===== config.mk =====
export PLATFORM = sky130hd
export DESIGN_NAME = spra_alu
export DESIGN_NICKNAME = d
export VERILOG_FILES = /design/src/spra_pkg.sv /design/src/spra_alu.sv /design/src/spra_lane_sat.sv /design/src/spra_reverse.sv
export VERILOG_INCLUDE_DIRS = /design/src
export SDC_FILE = /design/constraint.sdc
export NUM_CORES = 2
export LEC_CHECK = 0
export ABC_CLOCK_PERIOD_IN_PS = 8500
export CAP_MARGIN = 40
export CORE_UTILIZATION = 45
export DETAILED_ROUTE_END_ITERATION = 10
export DONT_BUFFER_PORTS = 1
export PLACE_DENSITY_LB_ADDON = 0.25
export SLEW_MARGIN = 15
export SYNTH_ARGS = -nofsm -noshare
export SYNTH_HDL_FRONTEND = slang
export SYNTH_HIERARCHICAL = 1
export SYNTH_SLANG_ARGS = --single-unit
export TNS_END_PERCENT = 10

===== constraint.sdc =====
create_clock -name clk_in -period 8.5 [get_ports clk_in]
set_input_delay 1.7 -clock clk_in [delete_from_list [all_inputs] [get_ports clk_in]]
set_output_delay 1.7 -clock clk_in [all_outputs]
set_load 0.01 [all_outputs]

===== src/spra_regs.svh =====
// Operation
// RULE1: pack top half, shifted bottom half
// RULE2: data preload hint, no register result
// RULE3: write preload only with multiprocessing extensions
// RULE4: instruction preload hint changes no register
// RULE5: hint address base plus offset
// RULE6: pipeline never names forbidden offset registers
// RULE7: pop loads ascending, writes back sp
// RULE8: push stores descending, writes back sp
// RULE9: saturating word add sets sticky flag
// RULE10: four byte adds clamped, flag untouched
// RULE11: two halfword adds clamped, flag untouched
// RULE12: exchange, add top, subtract bottom
// RULE13: exchange, subtract top, add bottom
// RULE14: doubling add, flag on either clamp
// RULE15: doubling subtract, flag on either clamp
// RULE16: saturating word subtract sets sticky flag
// RULE17: four byte subtracts clamped, flag untouched
// RULE18: two halfword subtracts clamped, flag untouched
// RULE19: mirror all 32 bit positions
// RULE20: reverse four bytes of word
// RULE21: swap bytes inside each halfword
// RULE22: swap low halfword bytes, sign extend
// RULE23: saturation flag only set here, cleared explicitly
// RULE24: hints never fault, may be dropped
`ifndef SPRA_REGS_SVH
`define SPRA_REGS_SVH

// signed word limits
`define SPRA_WORD_MAX   32'h7FFFFFFF
`define SPRA_WORD_MIN   32'h80000000
// signed halfword limits
`define SPRA_HALF_MAX   16'h7FFF
`define SPRA_HALF_MIN   16'h8000
// signed byte limits
`define SPRA_BYTE_MAX   8'h7F
`define SPRA_BYTE_MIN   8'h80

// reset values
`define SPRA_ZERO_WORD  32'h00000000
`define SPRA_ZERO_CNT   5'h00
`define SPRA_ZERO_IDX   4'h0

// register list width and last index
`define SPRA_REG_COUNT  16
`define SPRA_REG_LAST   4'hF
// bytes per stacked word
`define SPRA_WORD_BYTES 32'h00000004

`endif


===== src/spra_pkg.sv =====
package spra_pkg;

  // operation selector issued by the pipeline
  typedef enum logic [4:0] {
    SPRA_OP_PACK_TOP_BOTTOM = 5'h00,
    SPRA_OP_DATA_PRELOAD = 5'h01,
    SPRA_OP_PRELOAD_FOR_WRITE = 5'h02,
    SPRA_OP_INSTR_PRELOAD = 5'h03,
    SPRA_OP_STACK_POP = 5'h04,
    SPRA_OP_STACK_PUSH = 5'h05,
    SPRA_OP_SAT_ADD = 5'h06,
    SPRA_OP_BYTE_SAT_ADD = 5'h07,
    SPRA_OP_HALF_SAT_ADD = 5'h08,
    SPRA_OP_SAT_ADD_SUB_XCHG = 5'h09,
    SPRA_OP_SAT_SUB_ADD_XCHG = 5'h0A,
    SPRA_OP_SAT_DOUBLING_ADD = 5'h0B,
    SPRA_OP_SAT_DOUBLING_SUB = 5'h0C,
    SPRA_OP_SAT_SUB = 5'h0D,
    SPRA_OP_BYTE_SAT_SUB = 5'h0E,
    SPRA_OP_HALF_SAT_SUB = 5'h0F,
    SPRA_OP_BIT_REVERSAL = 5'h10,
    SPRA_OP_WORD_BYTE_REVERSAL = 5'h11,
    SPRA_OP_HALF_BYTE_REVERSAL = 5'h12,
    SPRA_OP_SIGNED_HALF_REVERSAL = 5'h13
  } spra_op_type;

  // reversal flavour for the reversal unit
  typedef enum logic [1:0] {
    SPRA_REV_BITS  = 2'h0,
    SPRA_REV_WORD  = 2'h1,
    SPRA_REV_HALF  = 2'h2,
    SPRA_REV_SHALF = 2'h3
  } spra_rev_type;

  // kind of cache hint sent out
  typedef enum logic [1:0] {
    SPRA_HINT_DATA  = 2'h0,
    SPRA_HINT_WRITE = 2'h1,
    SPRA_HINT_INSTR = 2'h2
  } spra_hint_kind_type;

  // stack transfer sequencer states
  typedef enum logic [0:0] {
    SPRA_ST_IDLE = 1'b0,
    SPRA_ST_XFER = 1'b1
  } spra_state_type;

  // decoded request from the pipeline
  typedef struct packed {
    spra_op_type  op;
    logic [31:0]  first;     // first source, base or stack pointer
    logic [31:0]  second;    // second source or offset register
    logic [5:0]   shamt;     // shift amount
    logic [15:0]  reglist;   // stack register list
    logic         use_reg;   // hint offset from register
    logic         sub_off;   // hint offset subtracted
    logic [11:0]  imm;       // hint immediate offset
  } spra_req_type;

  // cache hint toward the memory side
  typedef struct packed {
    spra_hint_kind_type kind;
    logic [31:0]        addr;
  } spra_hint_type;

  // one word of a stack transfer
  typedef struct packed {
    logic        load;
    logic [3:0]  reg_idx;
    logic [31:0] addr;
  } spra_xfer_type;

endpackage


===== src/spra_alu.sv =====
`include "spra_regs.svh"

// saturating, pack, reverse, preload and stack datapath
module spra_alu
  import spra_pkg::*;
(
  input  wire logic     clk_in,         // core clock
  input  wire logic     rst_in,         // async reset, active high
  input  wire logic     req_valid_in,   // request offered
  input  spra_req_type  req_in,         // decoded request
  input  wire logic     mp_ext_in,      // multiprocessing extensions
  input  wire logic     hint_ready_in,  // cache can take a hint
  input  wire logic     flag_clear_in,  // status write clears flag
  output logic          req_ready_out,  // request can be taken
  output logic          res_valid_out,  // result word valid
  output logic [31:0]   res_data_out,   // result word
  output logic          sat_flag_out,   // sticky saturation flag
  output logic          hint_valid_out, // cache hint valid
  output spra_hint_type hint_out,       // cache hint
  output logic          xfer_valid_out, // stack transfer valid
  output spra_xfer_type xfer_out,       // stack transfer
  output logic          sp_wen_out,     // stack pointer write back
  output logic [31:0]   sp_data_out     // new stack pointer
);

  // saturate a 33-bit signed value to 32 bits
  function automatic logic [31:0] sat32(input logic [32:0] s);
    if (s[32] == s[31]) return s[31:0];
    return s[32] ? `SPRA_WORD_MIN : `SPRA_WORD_MAX;
  endfunction
  // overflow seen by sat32
  function automatic logic ovf33(input logic [32:0] s);
    return s[32] != s[31];
  endfunction
  spra_state_type  state_r;  // sequencer state
  spra_state_type  state_nxt;
  logic [15:0]     list_r;  // registers still to move
  logic [15:0]     list_nxt;
  logic [31:0]     addr_r;  // next transfer address
  logic            load_r;  // pop when high
  logic [31:0]     sp_final_r;  // stack pointer to write back
  logic            take;  // request accepted this cycle
  logic [31:0]     a;  // first source
  logic [31:0]     b;  // second source
  logic [31:0]     b_xchg;  // second source halves swapped
  logic [31:0]     packed_w;  // pack result
  logic [31:0]     lane_w;  // lane unit result
  logic [31:0]     rev_w;  // reversal unit result
  logic [32:0]     sum33;  // plain word add
  logic [32:0]     diff33;  // plain word subtract
  logic [31:0]     dbl;  // doubled second source
  logic            dbl_ovf;  // doubling clamped
  logic [32:0]     dsum33;  // first plus doubled
  logic [32:0]     ddiff33;  // first minus doubled
  logic            half_sel;  // lane width for lane unit
  logic [3:0]      byte_sub;  // byte lanes subtracting
  logic [1:0]      half_sub;  // halfword lanes subtracting
  spra_rev_type    rev_sel;  // reversal flavour
  logic [31:0]     result;  // word to register
  logic            result_ok;  // op writes a register
  logic            sat_set;  // clamp seen by flagging ops
  logic [31:0]     hint_off;  // hint offset magnitude
  logic [31:0]     hint_addr;  // computed hint address
  logic            hint_take;  // op is an issued hint
  spra_hint_kind_type hint_kind;  // hint flavour
  logic [4:0]      list_cnt;  // registers in request list
  logic [31:0]     span;  // bytes covered by the list
  logic [3:0]      low_idx;  // lowest pending register
  logic            low_found;  // any register pending
  assign a      = req_in.first;
  assign b      = req_in.second;
  assign b_xchg = {b[15:0], b[31:16]};
  // pipeline holds off while the stack sequencer runs
  assign take   = req_valid_in && req_ready_out;
  // RULE1: top of first, shifted bottom
  always_comb begin
    logic [31:0] shifted;
    shifted  = $signed(b) >>> req_in.shamt;
    packed_w = {a[31:16], shifted[15:0]};
  end
  // word adders, sign extended by one bit
  assign sum33   = {a[31], a} + {b[31], b};
  assign diff33  = {a[31], a} - {b[31], b};
  // RULE14: double with clamp first
  assign dbl     = sat32({b, 1'b0});
  assign dbl_ovf = ovf33({b, 1'b0});
  assign dsum33  = {a[31], a} + {dbl[31], dbl};
  assign ddiff33 = {a[31], a} - {dbl[31], dbl};
  // lane unit steering
  always_comb begin
    half_sel = 1'b0;
    byte_sub = 4'h0;
    half_sub = 2'h0;
    case (req_in.op)
      SPRA_OP_BYTE_SAT_SUB: byte_sub = 4'hF;
      SPRA_OP_HALF_SAT_ADD: half_sel = 1'b1;
      SPRA_OP_HALF_SAT_SUB: begin
        half_sel = 1'b1;
        half_sub = 2'h3;
      end
      // RULE12: add top, subtract bottom
      SPRA_OP_SAT_ADD_SUB_XCHG: begin
        half_sel = 1'b1;
        half_sub = 2'h1;
      end
      // RULE13: subtract top, add bottom
      SPRA_OP_SAT_SUB_ADD_XCHG: begin
        half_sel = 1'b1;
        half_sub = 2'h2;
      end
      default: half_sel = 1'b0;
    endcase
  end

  // exchange variants see the swapped second source
  spra_lane_sat u_lane (
    .a_in    (a),
    .b_in    ((req_in.op == SPRA_OP_SAT_ADD_SUB_XCHG ||
               req_in.op == SPRA_OP_SAT_SUB_ADD_XCHG) ? b_xchg : b),
    .half_in (half_sel),
    .sub_in  (byte_sub),
    .hsub_in (half_sub),
    .res_out (lane_w)
  );

  // reversal flavour select
  always_comb begin
    case (req_in.op)
      SPRA_OP_WORD_BYTE_REVERSAL:   rev_sel = SPRA_REV_WORD;
      SPRA_OP_HALF_BYTE_REVERSAL:   rev_sel = SPRA_REV_HALF;
      SPRA_OP_SIGNED_HALF_REVERSAL: rev_sel = SPRA_REV_SHALF;
      default:                      rev_sel = SPRA_REV_BITS;
    endcase
  end

  spra_reverse u_rev (
    .data_in (a),
    .sel_in  (rev_sel),
    .res_out (rev_w)
  );
  // result mux and saturation detect
  always_comb begin
    result    = `SPRA_ZERO_WORD;
    result_ok = 1'b1;
    sat_set   = 1'b0;
    case (req_in.op)
      SPRA_OP_PACK_TOP_BOTTOM: result = packed_w;
      // RULE9: word add clamp, flag
      SPRA_OP_SAT_ADD: begin
        result  = sat32(sum33);
        sat_set = ovf33(sum33);
      end
      // RULE16: word subtract clamp, flag
      SPRA_OP_SAT_SUB: begin
        result  = sat32(diff33);
        sat_set = ovf33(diff33);
      end
      // RULE14: either clamp flags
      SPRA_OP_SAT_DOUBLING_ADD: begin
        result  = sat32(dsum33);
        sat_set = dbl_ovf || ovf33(dsum33);
      end
      // RULE15: doubled then subtracted
      SPRA_OP_SAT_DOUBLING_SUB: begin
        result  = sat32(ddiff33);
        sat_set = dbl_ovf || ovf33(ddiff33);
      end
      // lane ops never touch the flag
      SPRA_OP_BYTE_SAT_ADD, SPRA_OP_BYTE_SAT_SUB,
      SPRA_OP_HALF_SAT_ADD, SPRA_OP_HALF_SAT_SUB,
      SPRA_OP_SAT_ADD_SUB_XCHG, SPRA_OP_SAT_SUB_ADD_XCHG: result = lane_w;
      SPRA_OP_BIT_REVERSAL, SPRA_OP_WORD_BYTE_REVERSAL,
      SPRA_OP_HALF_BYTE_REVERSAL, SPRA_OP_SIGNED_HALF_REVERSAL: result = rev_w;
      // RULE2: hints and stack ops return no word
      default: result_ok = 1'b0;
    endcase
  end
  // RULE5: base plus immediate or shifted register
  assign hint_off  = req_in.use_reg ? (b << req_in.shamt[4:0])
                                    : {20'h00000, req_in.imm};
  assign hint_addr = req_in.sub_off ? (a - hint_off) : (a + hint_off);
  // hint selection; no exception path exists at all
  always_comb begin
    hint_take = 1'b0;
    hint_kind = SPRA_HINT_DATA;
    case (req_in.op)
      SPRA_OP_DATA_PRELOAD: hint_take = 1'b1;
      // RULE3: only with multiprocessing extensions
      SPRA_OP_PRELOAD_FOR_WRITE: begin
        hint_take = mp_ext_in;
        hint_kind = SPRA_HINT_WRITE;
      end
      // RULE4: instruction fetch hint only
      SPRA_OP_INSTR_PRELOAD: begin
        hint_take = 1'b1;
        hint_kind = SPRA_HINT_INSTR;
      end
      default: hint_take = 1'b0;
    endcase
  end
  // register list population count
  always_comb begin
    list_cnt = `SPRA_ZERO_CNT;
    for (int i = 0; i < `SPRA_REG_COUNT; i++) begin
      list_cnt = list_cnt + {4'h0, req_in.reglist[i]};
    end
    span = {25'h0000000, list_cnt, 2'b00};
  end

  // lowest register still pending
  always_comb begin
    low_idx   = `SPRA_ZERO_IDX;
    low_found = 1'b0;
    for (int i = `SPRA_REG_COUNT - 1; i >= 0; i--) begin
      if (list_r[i]) begin
        low_idx   = 4'(i);
        low_found = 1'b1;
      end
    end
  end

  // sequencer next state
  always_comb begin
    state_nxt = state_r;
    list_nxt  = list_r;
    case (state_r)
      SPRA_ST_IDLE: begin
        if (take && (req_in.op == SPRA_OP_STACK_POP ||
                     req_in.op == SPRA_OP_STACK_PUSH) &&
            req_in.reglist != 16'h0000) begin
          state_nxt = SPRA_ST_XFER;
          list_nxt  = req_in.reglist;
        end
      end
      SPRA_ST_XFER: begin
        list_nxt = list_r & ~(16'h0001 << low_idx);
        if (list_nxt == 16'h0000) begin
          state_nxt = SPRA_ST_IDLE;
        end
      end
      default: state_nxt = SPRA_ST_IDLE;
    endcase
  end
  // sequencer state, list and ready; ready drops for the burst
  always_ff @(posedge clk_in or posedge rst_in) begin
    if (rst_in) begin
      state_r       <= SPRA_ST_IDLE;
      list_r        <= 16'h0000;
      req_ready_out <= 1'b1;
    end else begin
      state_r       <= state_nxt;
      list_r        <= list_nxt;
      req_ready_out <= (state_nxt == SPRA_ST_IDLE);
    end
  end

  // transfer addressing; lowest register sits at lowest address
  always_ff @(posedge clk_in or posedge rst_in) begin
    if (rst_in) begin
      addr_r     <= `SPRA_ZERO_WORD;
      load_r     <= 1'b0;
      sp_final_r <= `SPRA_ZERO_WORD;
    end else if (state_r == SPRA_ST_IDLE && state_nxt == SPRA_ST_XFER) begin
      load_r <= (req_in.op == SPRA_OP_STACK_POP);
      if (req_in.op == SPRA_OP_STACK_POP) begin
        // RULE7: start at sp, increment after
        addr_r     <= a;
        sp_final_r <= a + span;
      end else begin
        // RULE8: decrement before, full descending
        addr_r     <= a - span;
        sp_final_r <= a - span;
      end
    end else if (state_r == SPRA_ST_XFER) begin
      addr_r <= addr_r + `SPRA_WORD_BYTES;
    end
  end

  // transfer and write back outputs
  always_ff @(posedge clk_in or posedge rst_in) begin
    if (rst_in) begin
      xfer_valid_out <= 1'b0;
      xfer_out       <= '0;
      sp_wen_out     <= 1'b0;
      sp_data_out    <= `SPRA_ZERO_WORD;
    end else begin
      xfer_valid_out   <= (state_r == SPRA_ST_XFER) && low_found;
      xfer_out.load    <= load_r;
      xfer_out.reg_idx <= low_idx;
      xfer_out.addr    <= addr_r;
      // RULE7: final address written back
      // RULE8: final address written back
      sp_wen_out  <= (state_r == SPRA_ST_XFER) && (state_nxt == SPRA_ST_IDLE);
      sp_data_out <= sp_final_r;
    end
  end

  // registered word result
  always_ff @(posedge clk_in or posedge rst_in) begin
    if (rst_in) begin
      res_valid_out <= 1'b0;
      res_data_out  <= `SPRA_ZERO_WORD;
    end else begin
      res_valid_out <= take && result_ok;
      if (take && result_ok) begin
        res_data_out <= result;
      end
    end
  end

  // RULE24: busy cache simply drops the hint
  always_ff @(posedge clk_in or posedge rst_in) begin
    if (rst_in) begin
      hint_valid_out <= 1'b0;
      hint_out       <= '0;
    end else begin
      hint_valid_out <= take && hint_take && hint_ready_in;
      if (take && hint_take) begin
        hint_out.kind <= hint_kind;
        hint_out.addr <= hint_addr;
      end
    end
  end

  // RULE23: sticky flag, set beats clear
  always_ff @(posedge clk_in or posedge rst_in) begin
    if (rst_in) begin
      sat_flag_out <= 1'b0;
    end else if (take && sat_set) begin
      sat_flag_out <= 1'b1;
    end else if (flag_clear_in) begin
      sat_flag_out <= 1'b0;
    end
  end

endmodule // spra_alu


===== src/spra_lane_sat.sv =====
`include "spra_regs.svh"

// lane saturating add or subtract over bytes or halfwords
module spra_lane_sat
  import spra_pkg::*;
(
  input  wire logic [31:0] a_in,    // first source
  input  wire logic [31:0] b_in,    // second source, halves swapped for the exchange ops
  input  wire logic        half_in, // halfword lanes when high
  input  wire logic [3:0]  sub_in,  // per byte lane subtract
  input  wire logic [1:0]  hsub_in, // per halfword lane subtract
  output logic      [31:0] res_out  // clamped lane results
);

  logic [31:0] byte_res;  // four byte lane results
  logic [31:0] half_res;  // two halfword lane results

  // byte lanes, 9-bit sum catches overflow
  genvar gi;
  generate
    for (gi = 0; gi < 4; gi++) begin : g_byte
      logic [8:0] s;
      always_comb begin
        if (sub_in[gi]) begin
          s = {a_in[8*gi+7], a_in[8*gi +: 8]} - {b_in[8*gi+7], b_in[8*gi +: 8]};
        end else begin
          s = {a_in[8*gi+7], a_in[8*gi +: 8]} + {b_in[8*gi+7], b_in[8*gi +: 8]};
        end
      end
      // RULE10: byte add clamp
      // RULE17: byte subtract clamp
      assign byte_res[8*gi +: 8] = (s[8] == s[7]) ? s[7:0] :
                                   (s[8] ? `SPRA_BYTE_MIN : `SPRA_BYTE_MAX);
    end
    for (gi = 0; gi < 2; gi++) begin : g_half
      logic [16:0] s;
      always_comb begin
        if (hsub_in[gi]) begin
          s = {a_in[16*gi+15], a_in[16*gi +: 16]}
            - {b_in[16*gi+15], b_in[16*gi +: 16]};
        end else begin
          s = {a_in[16*gi+15], a_in[16*gi +: 16]}
            + {b_in[16*gi+15], b_in[16*gi +: 16]};
        end
      end
      // RULE11: halfword add clamp
      // RULE18: halfword subtract clamp
      assign half_res[16*gi +: 16] = (s[16] == s[15]) ? s[15:0] :
                                     (s[16] ? `SPRA_HALF_MIN : `SPRA_HALF_MAX);
    end
  endgenerate

  // lane width select
  assign res_out = half_in ? half_res : byte_res;

endmodule // spra_lane_sat


===== src/spra_reverse.sv =====
`include "spra_regs.svh"

// bit and byte reversal unit, purely combinational
module spra_reverse
  import spra_pkg::*;
(
  input  wire logic [31:0]  data_in,    // source word
  input  spra_rev_type      sel_in,     // reversal flavour
  output logic      [31:0]  res_out     // reversed word
);

  logic [31:0] mirror;    // bit mirrored source
  logic [15:0] low_swap;  // low halfword bytes swapped

  // RULE19: mirror bit positions
  genvar gi;
  generate
    for (gi = 0; gi < 32; gi++) begin : g_bit
      assign mirror[gi] = data_in[31-gi];
    end
  endgenerate

  assign low_swap = {data_in[7:0], data_in[15:8]};

  // flavour select
  always_comb begin
    case (sel_in)
      SPRA_REV_BITS:  res_out = mirror;
      // RULE20: four bytes reversed
      SPRA_REV_WORD:  res_out = {data_in[7:0], data_in[15:8],
                                 data_in[23:16], data_in[31:24]};
      // RULE21: bytes swapped per half
      SPRA_REV_HALF:  res_out = {data_in[23:16], data_in[31:24], low_swap};
      // RULE22: swap then sign extend
      SPRA_REV_SHALF: res_out = {{16{low_swap[15]}}, low_swap};
      default:        res_out = data_in;
    endcase
  end

endmodule // spra_reverse


# Yosys cells after proc, flatten, opt, wreduce, memory -nomap -nowiden
# Index checks and enable logic that the tools add are counted.
dict set report classes {
  n_addsub 36
  n_shift 3
  muxes 99
  bitwise 4
  eq_ne 39
  reduce_logical 25
}
# operator count
set ops {}
lappend ops {{$mux W32} 23}
lappend ops {{$pmux W32 S7} 1}
lappend ops {{$pmux W32 S4} 1}
lappend ops {{$mux W16} 5}
lappend ops {{$mux W4} 17}
lappend ops {{$add A32 B32 Y33} 2}
lappend ops {{$sub A32 B32 Y33} 2}
lappend ops {{$mux W8} 8}
lappend ops {{$add A5 B1 Y5} 11}
lappend ops {{$eq A5 B4 Y1 const B} 8}
lappend ops {{$add A8 B8 Y9} 4}
lappend ops {{$mux W9} 4}
lappend ops {{$sub A8 B8 Y9} 4}
lappend ops {{$add A16 B16 Y17} 2}
lappend ops {{$mux W17} 2}
lappend ops {{$sub A16 B16 Y17} 2}
lappend ops {{$add A32 B3 Y32 const B} 1}
lappend ops {{$add A32 B32 Y32} 1}
lappend ops {{$add A32 B7 Y32} 1}
lappend ops {{$pmux W16 S2} 1}
lappend ops {{$shl A32 B5 Y32} 1}
lappend ops {{$sshr A32 B6 Y16} 1}
lappend ops {{$sub A32 B32 Y32} 1}
lappend ops {{$sub A32 B7 Y32} 1}
lappend ops {{other kinds (33)} 102}
dict set report totals {
  reg_bits 223
  output_inout_bits 141
  wordCells 224
  in_bits 111
}

# Logic depth before layout (Yosys ltp)
dict set report logic_depth {
  word_depth 24
  depth_mapped 30
  mapped_depth_nobuf 27
}

# Modules after synthesis
# The synthesis kept the hierarchy.
# module area_per_inst_um2 cells_per_inst seq_area_each_um2 n_inst
set by_module_without_submodules {}
lappend by_module_without_submodules {spra_alu 26007.4 3362 5581.6 1}
lappend by_module_without_submodules {spra_lane_sat 4840.9 659 0.0 1}
lappend by_module_without_submodules {spra_reverse 765.7 77 0.0 1}

# Worst setup path before layout
# OpenSTA, ideal clock, no wires.
dict set report synth_timing {
  path_type {in2reg}
  startpoint {in req_in[101] (netlist name)}
  endpoint {reg res_data_out[10]}
  path_buffers 4
  required_ps 8369
  arrival_time_ps 7308
  path_slack_ps 1061
  cell_stages 29
  setup_ps 131
  path_cell_list {clkbuf_1 -> clkbuf_1 -> xor2_1 -> nand2_1 -> clkbuf_1 -> nand2_1 -> o21ai_0 -> nor2_1 -> nor4b_1 -> nor3b_1 -> and2b_1 -> a21oi_1 -> xnor2_1 -> ha_1 -> nand2_1 -> nor2_1 -> a221o_1 -> a21oi_1 -> o21ai_0 -> a31oi_1 -> xnor2_1 -> ha_1 -> nand2b_1 -> buf_1 -> nor2_1 -> a211oi_2 -> a221o_1 -> nor4_1 -> a31oi_1}
}
dict set report synth_via {
  elab_chain_len 9
  elab_cells_between_ends 46
  classes_between {4 x add/sub; 19 x eq/ne; 15 x mux; 8 x reduce/logical}
}
# item line
set synth_rtl {}
lappend synth_rtl {{from (decl)} spra_alu.sv:10} ;# input spra_req_type req_in,
lappend synth_rtl {{$eq A5 B4 Y1, on equally long branches} {spra_alu.sv:94, spra_alu.sv:118, spra_alu.sv:119}}
lappend synth_rtl {{$logic_or A1 B1 Y1} spra_alu.sv:118} ;# .b_in ((req_in.op == SPRA_OP_SAT_ADD_SUB_XCHG ||
lappend synth_rtl {{$mux W32} spra_alu.sv:119} ;# req_in.op == SPRA_OP_SAT_SUB_ADD_XCHG) ? b_xchg : b),
lappend synth_rtl {{$add A16 B16 Y17, or another cell as far along} spra_lane_sat.sv:43} ;# + {b_in[16*gi+15], b_in[16*gi +: 16]};
lappend synth_rtl {{$mux W17 / $mux W9 (equally long branches)} {spra_lane_sat.sv:38, spra_lane_sat.sv:24}}
lappend synth_rtl {{$mux W16 (no line), or another cell as far along} --}
lappend synth_rtl {{$mux W16 / $mux W8 (equally long branches)} {spra_lane_sat.sv:48, spra_lane_sat.sv:32}}
lappend synth_rtl {{$mux W32 (*)} spra_lane_sat.sv:54} ;# assign res_out = half_in ? half_res : byte_res;
lappend synth_rtl {{named net lane_w[10]} spra_alu.sv:47} ;# logic [31:0] lane_w;
lappend synth_rtl {{$pmux W32 S7 (*)} spra_alu.sv:146} ;# case (req_in.op)
lappend synth_rtl {{to (signal assigned)} spra_alu.sv:302} ;# res_data_out <= `SPRA_ZERO_WORD;
lappend synth_rtl {{to (signal assigned)} spra_alu.sv:306} ;# res_data_out <= result;
lappend synth_rtl {{to (decl)} spra_alu.sv:16} ;# output logic [31:0] res_data_out,
# The timed path passes the listed nets; every way through them passes the cells marked *.
# A chain may end at the register's enable or synchronous reset.

# Worst setup path after layout
dict set report layout_timing {
  startpoint {in req_in[103] (netlist name)}
  endpoint {reg res_data_out[11]}
}
# Same word-level chain as after synthesis.

==> impl_results.html <==
<table>
<tr><th>Metric</th><th>Value</th></tr>
<tr><th colspan="2">Outcome</th></tr>
<tr><td>Status</td><td>complete, no violations</td></tr>
<tr><th colspan="2">Placed design</th></tr>
<tr><td>Number of placed instances, taps included</td><td>4835</td></tr>
<tr><td>Post-DP HPWL</td><td>~100000 µm</td></tr>
<tr><td>Port Buffer Count</td><td>0</td></tr>
<tr><td>Placer Congestion</td><td>1.03</td></tr>
<tr><th colspan="2">GRT</th></tr>
<tr><td>Aggregate global routing overflow</td><td>0</td></tr>
<tr><td>Number of global-route vias before repair</td><td>29800</td></tr>
<tr><td>Largest net degree at the start of global routing</td><td>98</td></tr>
<tr><td>All-layer global routing usage</td><td>a little over a third</td></tr>
<tr><td>Global-route wire length before repair</td><td>195000 µm</td></tr>
<tr><td>Antenna violations before repair</td><td>6</td></tr>
<tr><th colspan="2">CTS</th></tr>
<tr><td>TritonCTS clock tree</td><td>done</td></tr>
<tr><td>Sink Count</td><td>223</td></tr>
<tr><td>Post-CTS Hold Fix Bufs</td><td>0</td></tr>
<tr><td>Setup Buffers After CTS</td><td>0</td></tr>
<tr><td>Clock tree root driver cell</td><td>sky130_fd_sc_hd__clkbuf_16</td></tr>
<tr><td>CTS H-Tree Depth</td><td>1</td></tr>
<tr><td>Reg clk slew, reported paths</td><td>0.06 ns</td></tr>
<tr><td>Post_cts resized</td><td>0</td></tr>
<tr><td>Maximum buffer depth of the clock tree</td><td>3</td></tr>
<tr><td>Later-pin clock latency in the skew report</td><td>approximately 0.61 ns</td></tr>
<tr><td>TritonCTS buffer count</td><td>27</td></tr>
<tr><th colspan="2">Worst hold path</th></tr>
<tr><td>Hold-critical path endpoint</td><td>sp_data_out[1]</td></tr>
<tr><td>Worst min path class</td><td>flop to flop</td></tr>
<tr><td>Launch instance of the worst min-delay path</td><td>sp_final_r[1]</td></tr>
<tr><td>Min-Delay Path Depth</td><td>0</td></tr>
<tr><th colspan="2">Setup path</th></tr>
<tr><td>Crit path DAT</td><td>between 8 and 9 ns</td></tr>
<tr><td>Destination of the worst register-to-register timing path</td><td>addr_r[15]</td></tr>
<tr><td>Number of cells on the worst reg-to-reg path</td><td>8</td></tr>
<tr><td>Worst stage delay on the critical path</td><td>0.50 ns</td></tr>
<tr><td>Cell type group with the largest total delay on the critical path</td><td>simple AND/OR/NAND/NOR gates</td></tr>
<tr><td>Category of the worst setup path launch point</td><td>input pin</td></tr>
<tr><td>Slowest cell on the critical path</td><td>sky130_fd_sc_hd__a221oi_1</td></tr>
<tr><td>Biggest fanout along the worst timing path</td><td>15</td></tr>
<tr><td>Reg2Reg Setup Slack</td><td>5.41 ns</td></tr>
<tr><td>Count of buffering cells on the critical path with inverters included</td><td>1</td></tr>
<tr><td>R2r startpoint</td><td>req_ready_out</td></tr>
<tr><td>Required time worst endpoint</td><td>8.97 ns</td></tr>
<tr><td>Type of the worst setup path</td><td>input pin to flop</td></tr>
<tr><td>Critical Path Sink Type</td><td>flop</td></tr>
<tr><th colspan="2">Detailed routing</th></tr>
<tr><td>Via density per instance</td><td>6.62</td></tr>
<tr><td>WL per Instance</td><td>roughly 27 µm</td></tr>
<tr><td>Number of iterations in the first detailed-routing pass</td><td>6</td></tr>
<tr><td>Antenna viol nets, final</td><td>0</td></tr>
<tr><td>DRC violation total after the first TritonRoute iteration</td><td>~4000</td></tr>
<tr><td>DRC errors left</td><td>0</td></tr>
<tr><td>Final routed wirelength across all metal layers</td><td>134000 µm</td></tr>
<tr><td>Total number of vias</td><td>32300</td></tr>
<tr><th colspan="2">Synth</th></tr>
<tr><td>Largest family of logic cells by synthesized area</td><td>compound AO/OA/AOI/OAI gates</td></tr>
<tr><td>Mean instance size in the synthesized netlist</td><td>7.71 µm²</td></tr>
<tr><td>Share of cell area taken by muxes after synthesis</td><td>8.66%</td></tr>
<tr><td>Parity-gate share of the synthesized area counting xor and xnor cells</td><td>9.27%</td></tr>
<tr><td>Fraction of the yosys area taken by sequential cells</td><td>around 18%</td></tr>
<tr><td>Share of flip-flops with an asynchronous set or reset</td><td>100%</td></tr>
<tr><td>EDFF count, synth</td><td>0</td></tr>
<tr><td>Adder-cell area share of the yosys netlist</td><td>11.6%</td></tr>
<tr><td>Post-synth top flop</td><td>sky130_fd_sc_hd__dfrtp_1</td></tr>
<tr><td>Share of synthesized cell area in and, or, nand and nor gates</td><td>around 18%</td></tr>
<tr><td>Nets in the synthesized netlist</td><td>4483</td></tr>
<tr><td>Synth cell types</td><td>111</td></tr>
<tr><td>Post-Syn Instances</td><td>4098</td></tr>
<tr><td>Total of warnings raised by yosys</td><td>6</td></tr>
<tr><td>Post-Syn Area</td><td>about 0.032 mm²</td></tr>
<tr><td>Total of flip-flops plus latches after synthesis</td><td>around 220</td></tr>
<tr><td>Area fraction in compound gates after synthesis</td><td>27.8%</td></tr>
<tr><th colspan="2">Pwr</th></tr>
<tr><td>Sequential cell fraction of total power</td><td>29.7%</td></tr>
<tr><td>Logic gate share of total power</td><td>51.7%</td></tr>
<tr><td>Net switching power</td><td>0.00322 W</td></tr>
<tr><td>Relative contribution of the clock network to total power</td><td>a little under a fifth</td></tr>
<tr><td>Worst-case vdd ir drop</td><td>0.000153 V</td></tr>
<tr><td>Cell Pwr Density</td><td>between 200 and 250 mW/mm²</td></tr>
<tr><td>Internal power</td><td>between 0.003 and 0.004 W</td></tr>
<tr><td>Sw Ratio</td><td>a little under half</td></tr>
<tr><td>Leakage power summed over all cells</td><td>13.9 nW</td></tr>
<tr><th colspan="2">Run</th></tr>
<tr><td>Max-cap violations</td><td>0</td></tr>
<tr><th colspan="2">Final layout</th></tr>
<tr><td>Layout area overhead</td><td>5.36%</td></tr>
<tr><td>Sequential cell area in the final layout</td><td>about 0.0056 mm²</td></tr>
<tr><td>Post-layout nets</td><td>4318</td></tr>
<tr><td>Final Util</td><td>48.2%</td></tr>
<tr><td>Area used by multi-input combinational logic</td><td>roughly 0.024 mm²</td></tr>
<tr><td>Filler-free cell count of the finished design</td><td>4887</td></tr>
<tr><td>Total of fill cells in the finished design</td><td>6909</td></tr>
<tr><td>Fraction of final layout cells sized beyond drive strength 1</td><td>7.94%</td></tr>
<tr><th colspan="2">STA</th></tr>
<tr><td>Worst hold-check slack</td><td>0.372 ns</td></tr>
<tr><td>Hold violation count in the final report</td><td>0</td></tr>
<tr><td>Max Freq</td><td>between 0.1 and 0.15 GHz</td></tr>
<tr><td>Final total negative setup slack</td><td>0 ns</td></tr>
<tr><td>Final max-slew violation count</td><td>0</td></tr>
<tr><td>RSZ-0062 raised after global routing</td><td>false</td></tr>
<tr><td>Final setup violation count</td><td>0</td></tr>
<tr><td>Transition time at the pin with the least slew margin</td><td>0.982 ns</td></tr>
<tr><td>Share of the cycle needed by the critical path after routing</td><td>about 90%</td></tr>
<tr><td>Min Clock Period, post-route</td><td>7.65 ns</td></tr>
<tr><td>Relative slew slack</td><td>34.4%</td></tr>
<tr><td>Layout Skew</td><td>roughly 0.032 ns</td></tr>
<tr><th colspan="2">Floorplan</th></tr>
<tr><td>DIE WIDTH</td><td>267 µm</td></tr>
<tr><td>Std-Cell Rows</td><td>96</td></tr>
<tr><td>Die height</td><td>between 200 and 300 µm</td></tr>
<tr><td>Core region area</td><td>roughly 0.069 mm²</td></tr>
<tr><td>Initial core utilization</td><td>45.8%</td></tr>
<tr><td>Overall die area</td><td>0.0713 mm²</td></tr>
<tr><td>Num ports</td><td>252</td></tr>
</table>
cells by family after synthesis:
logic type                 count (synthesis)
AOI/OAI and AO/OA                       1366
muxes                                    177
buffers and inverters                    507
DFF                                      223
adders and majority gates                280
and+or+nand+nor                         1214
xor gates and xnor gates                 331
routing by layer:
metal / routed length [µm] / track usage (%)
met1: 53300 / 46.6
met4: 7690 / 18.4
met5: 15 / 0
met3: 15000 / 9.46
met2: 57700 / 55.9
worst max-delay path by stage:
stage	start	endpoint	slack (ns)	cells past startpoint
floorplan	rst_in	addr_r[0]	0.70	1
global placement	req_in[103]	res_data_out[11]	0.52	28
detailed placement	req_in[103]	res_data_out[11]	0.51	28
CTS	req_in[103]	res_data_out[11]	1.11	28
global route	req_in[103]	res_data_out[4]	0.43	28
finish	req_in[103]	res_data_out[11]	0.85	28
synth_stat cells, drive strengths merged (31+ instances only):
library cell  number  share of area [%]
a21o              89                2.1
o211ai            36               0.85
a211oi            70                1.8
nand2b            54                1.1
o21ai            350                5.5
nor2             374                4.4
clkbuf           211                2.5
nor3             103                1.7
nand2            322                3.8
o21bai            48                1.1
a31oi             75                1.6
o22ai             34               0.69
dfrtp            222                 18
and3              31               0.61
xnor2            228                6.4
mux2i             73                2.4
nand3             83                1.3
nor4              35               0.76
buf               60                1.2
ha               251                9.9
o21a              41               0.97
xor2             103                2.9
nor2b             36               0.71
mux4              71                5.1
mux2              33                1.2
a21oi            364                5.8
a221oi            32               0.91
inv              234                2.8
cell type report:
class | count | share of cell area, %
diodes | 3 | 0.0225
clock buffers | 36 | 2.25
clock inverters | 13 | 0.582
inverters | 236 | 2.68
multi-input cells | 3368 | 72.2
flip-flops and latches | 223 | 16.8
well taps | 931 | 3.50
repair buffers | 77 | 2.01
power groups by stage:
stage               logic, W  registers, W  clock network [W]
floorplan            0.00267       0.00187                  0
global route         0.00387       0.00209            0.00133
global placement     0.00342       0.00206                  0
finish               0.00355       0.00204            0.00127
CTS                  0.00347       0.00205            0.00129
detailed placement   0.00345       0.00206                  0
placed cells by master, fill, tap and decap left out, types with 59 or more instances in the layout:
cell type	instances
sky130_fd_sc_hd__nor2_1	371
sky130_fd_sc_hd__a21oi_1	358
sky130_fd_sc_hd__o21ai_0	339
sky130_fd_sc_hd__nand2_1	322
sky130_fd_sc_hd__ha_1	251
sky130_fd_sc_hd__inv_1	232
sky130_fd_sc_hd__xnor2_1	226
sky130_fd_sc_hd__dfrtp_1	222
sky130_fd_sc_hd__nor3_1	101
sky130_fd_sc_hd__xor2_1	100
sky130_fd_sc_hd__a21o_1	89
sky130_fd_sc_hd__nand3_1	82
sky130_fd_sc_hd__a31oi_1	73
sky130_fd_sc_hd__mux2i_1	72
sky130_fd_sc_hd__buf_4	71
sky130_fd_sc_hd__mux4_2	66
sky130_fd_sc_hd__a211oi_1	59
state kept, by name, indices dropped and copies added, names as in the netlist:
register and flops:
sp_final_r 32, req_ready_out 1, xfer_out 37, xfer_valid_out 1
hint_out 34, res_valid_out 1, load_r 1, list_r 16
addr_r 32, res_data_out 32, sp_wen_out 1, state_r 1
sp_data_out 32, hint_valid_out 1, sat_flag_out 1
per-stage QoR:
stage | total power (W) | worst slack, ns | cell area [µm²]
2_1_floorplan | 0.00454 | 0.696 | 31600
3_3_place_gp | 0.00548 | 0.523 | 32200
3_5_place_dp | 0.00552 | 0.512 | 32400
4_1_cts | 0.00681 | 1.11 | 33300
5_1_grt | 0.00730 | 0.434 | 33300
6_report | 0.00687 | 0.850 | 33300
(Power assumes the default switching activity.)
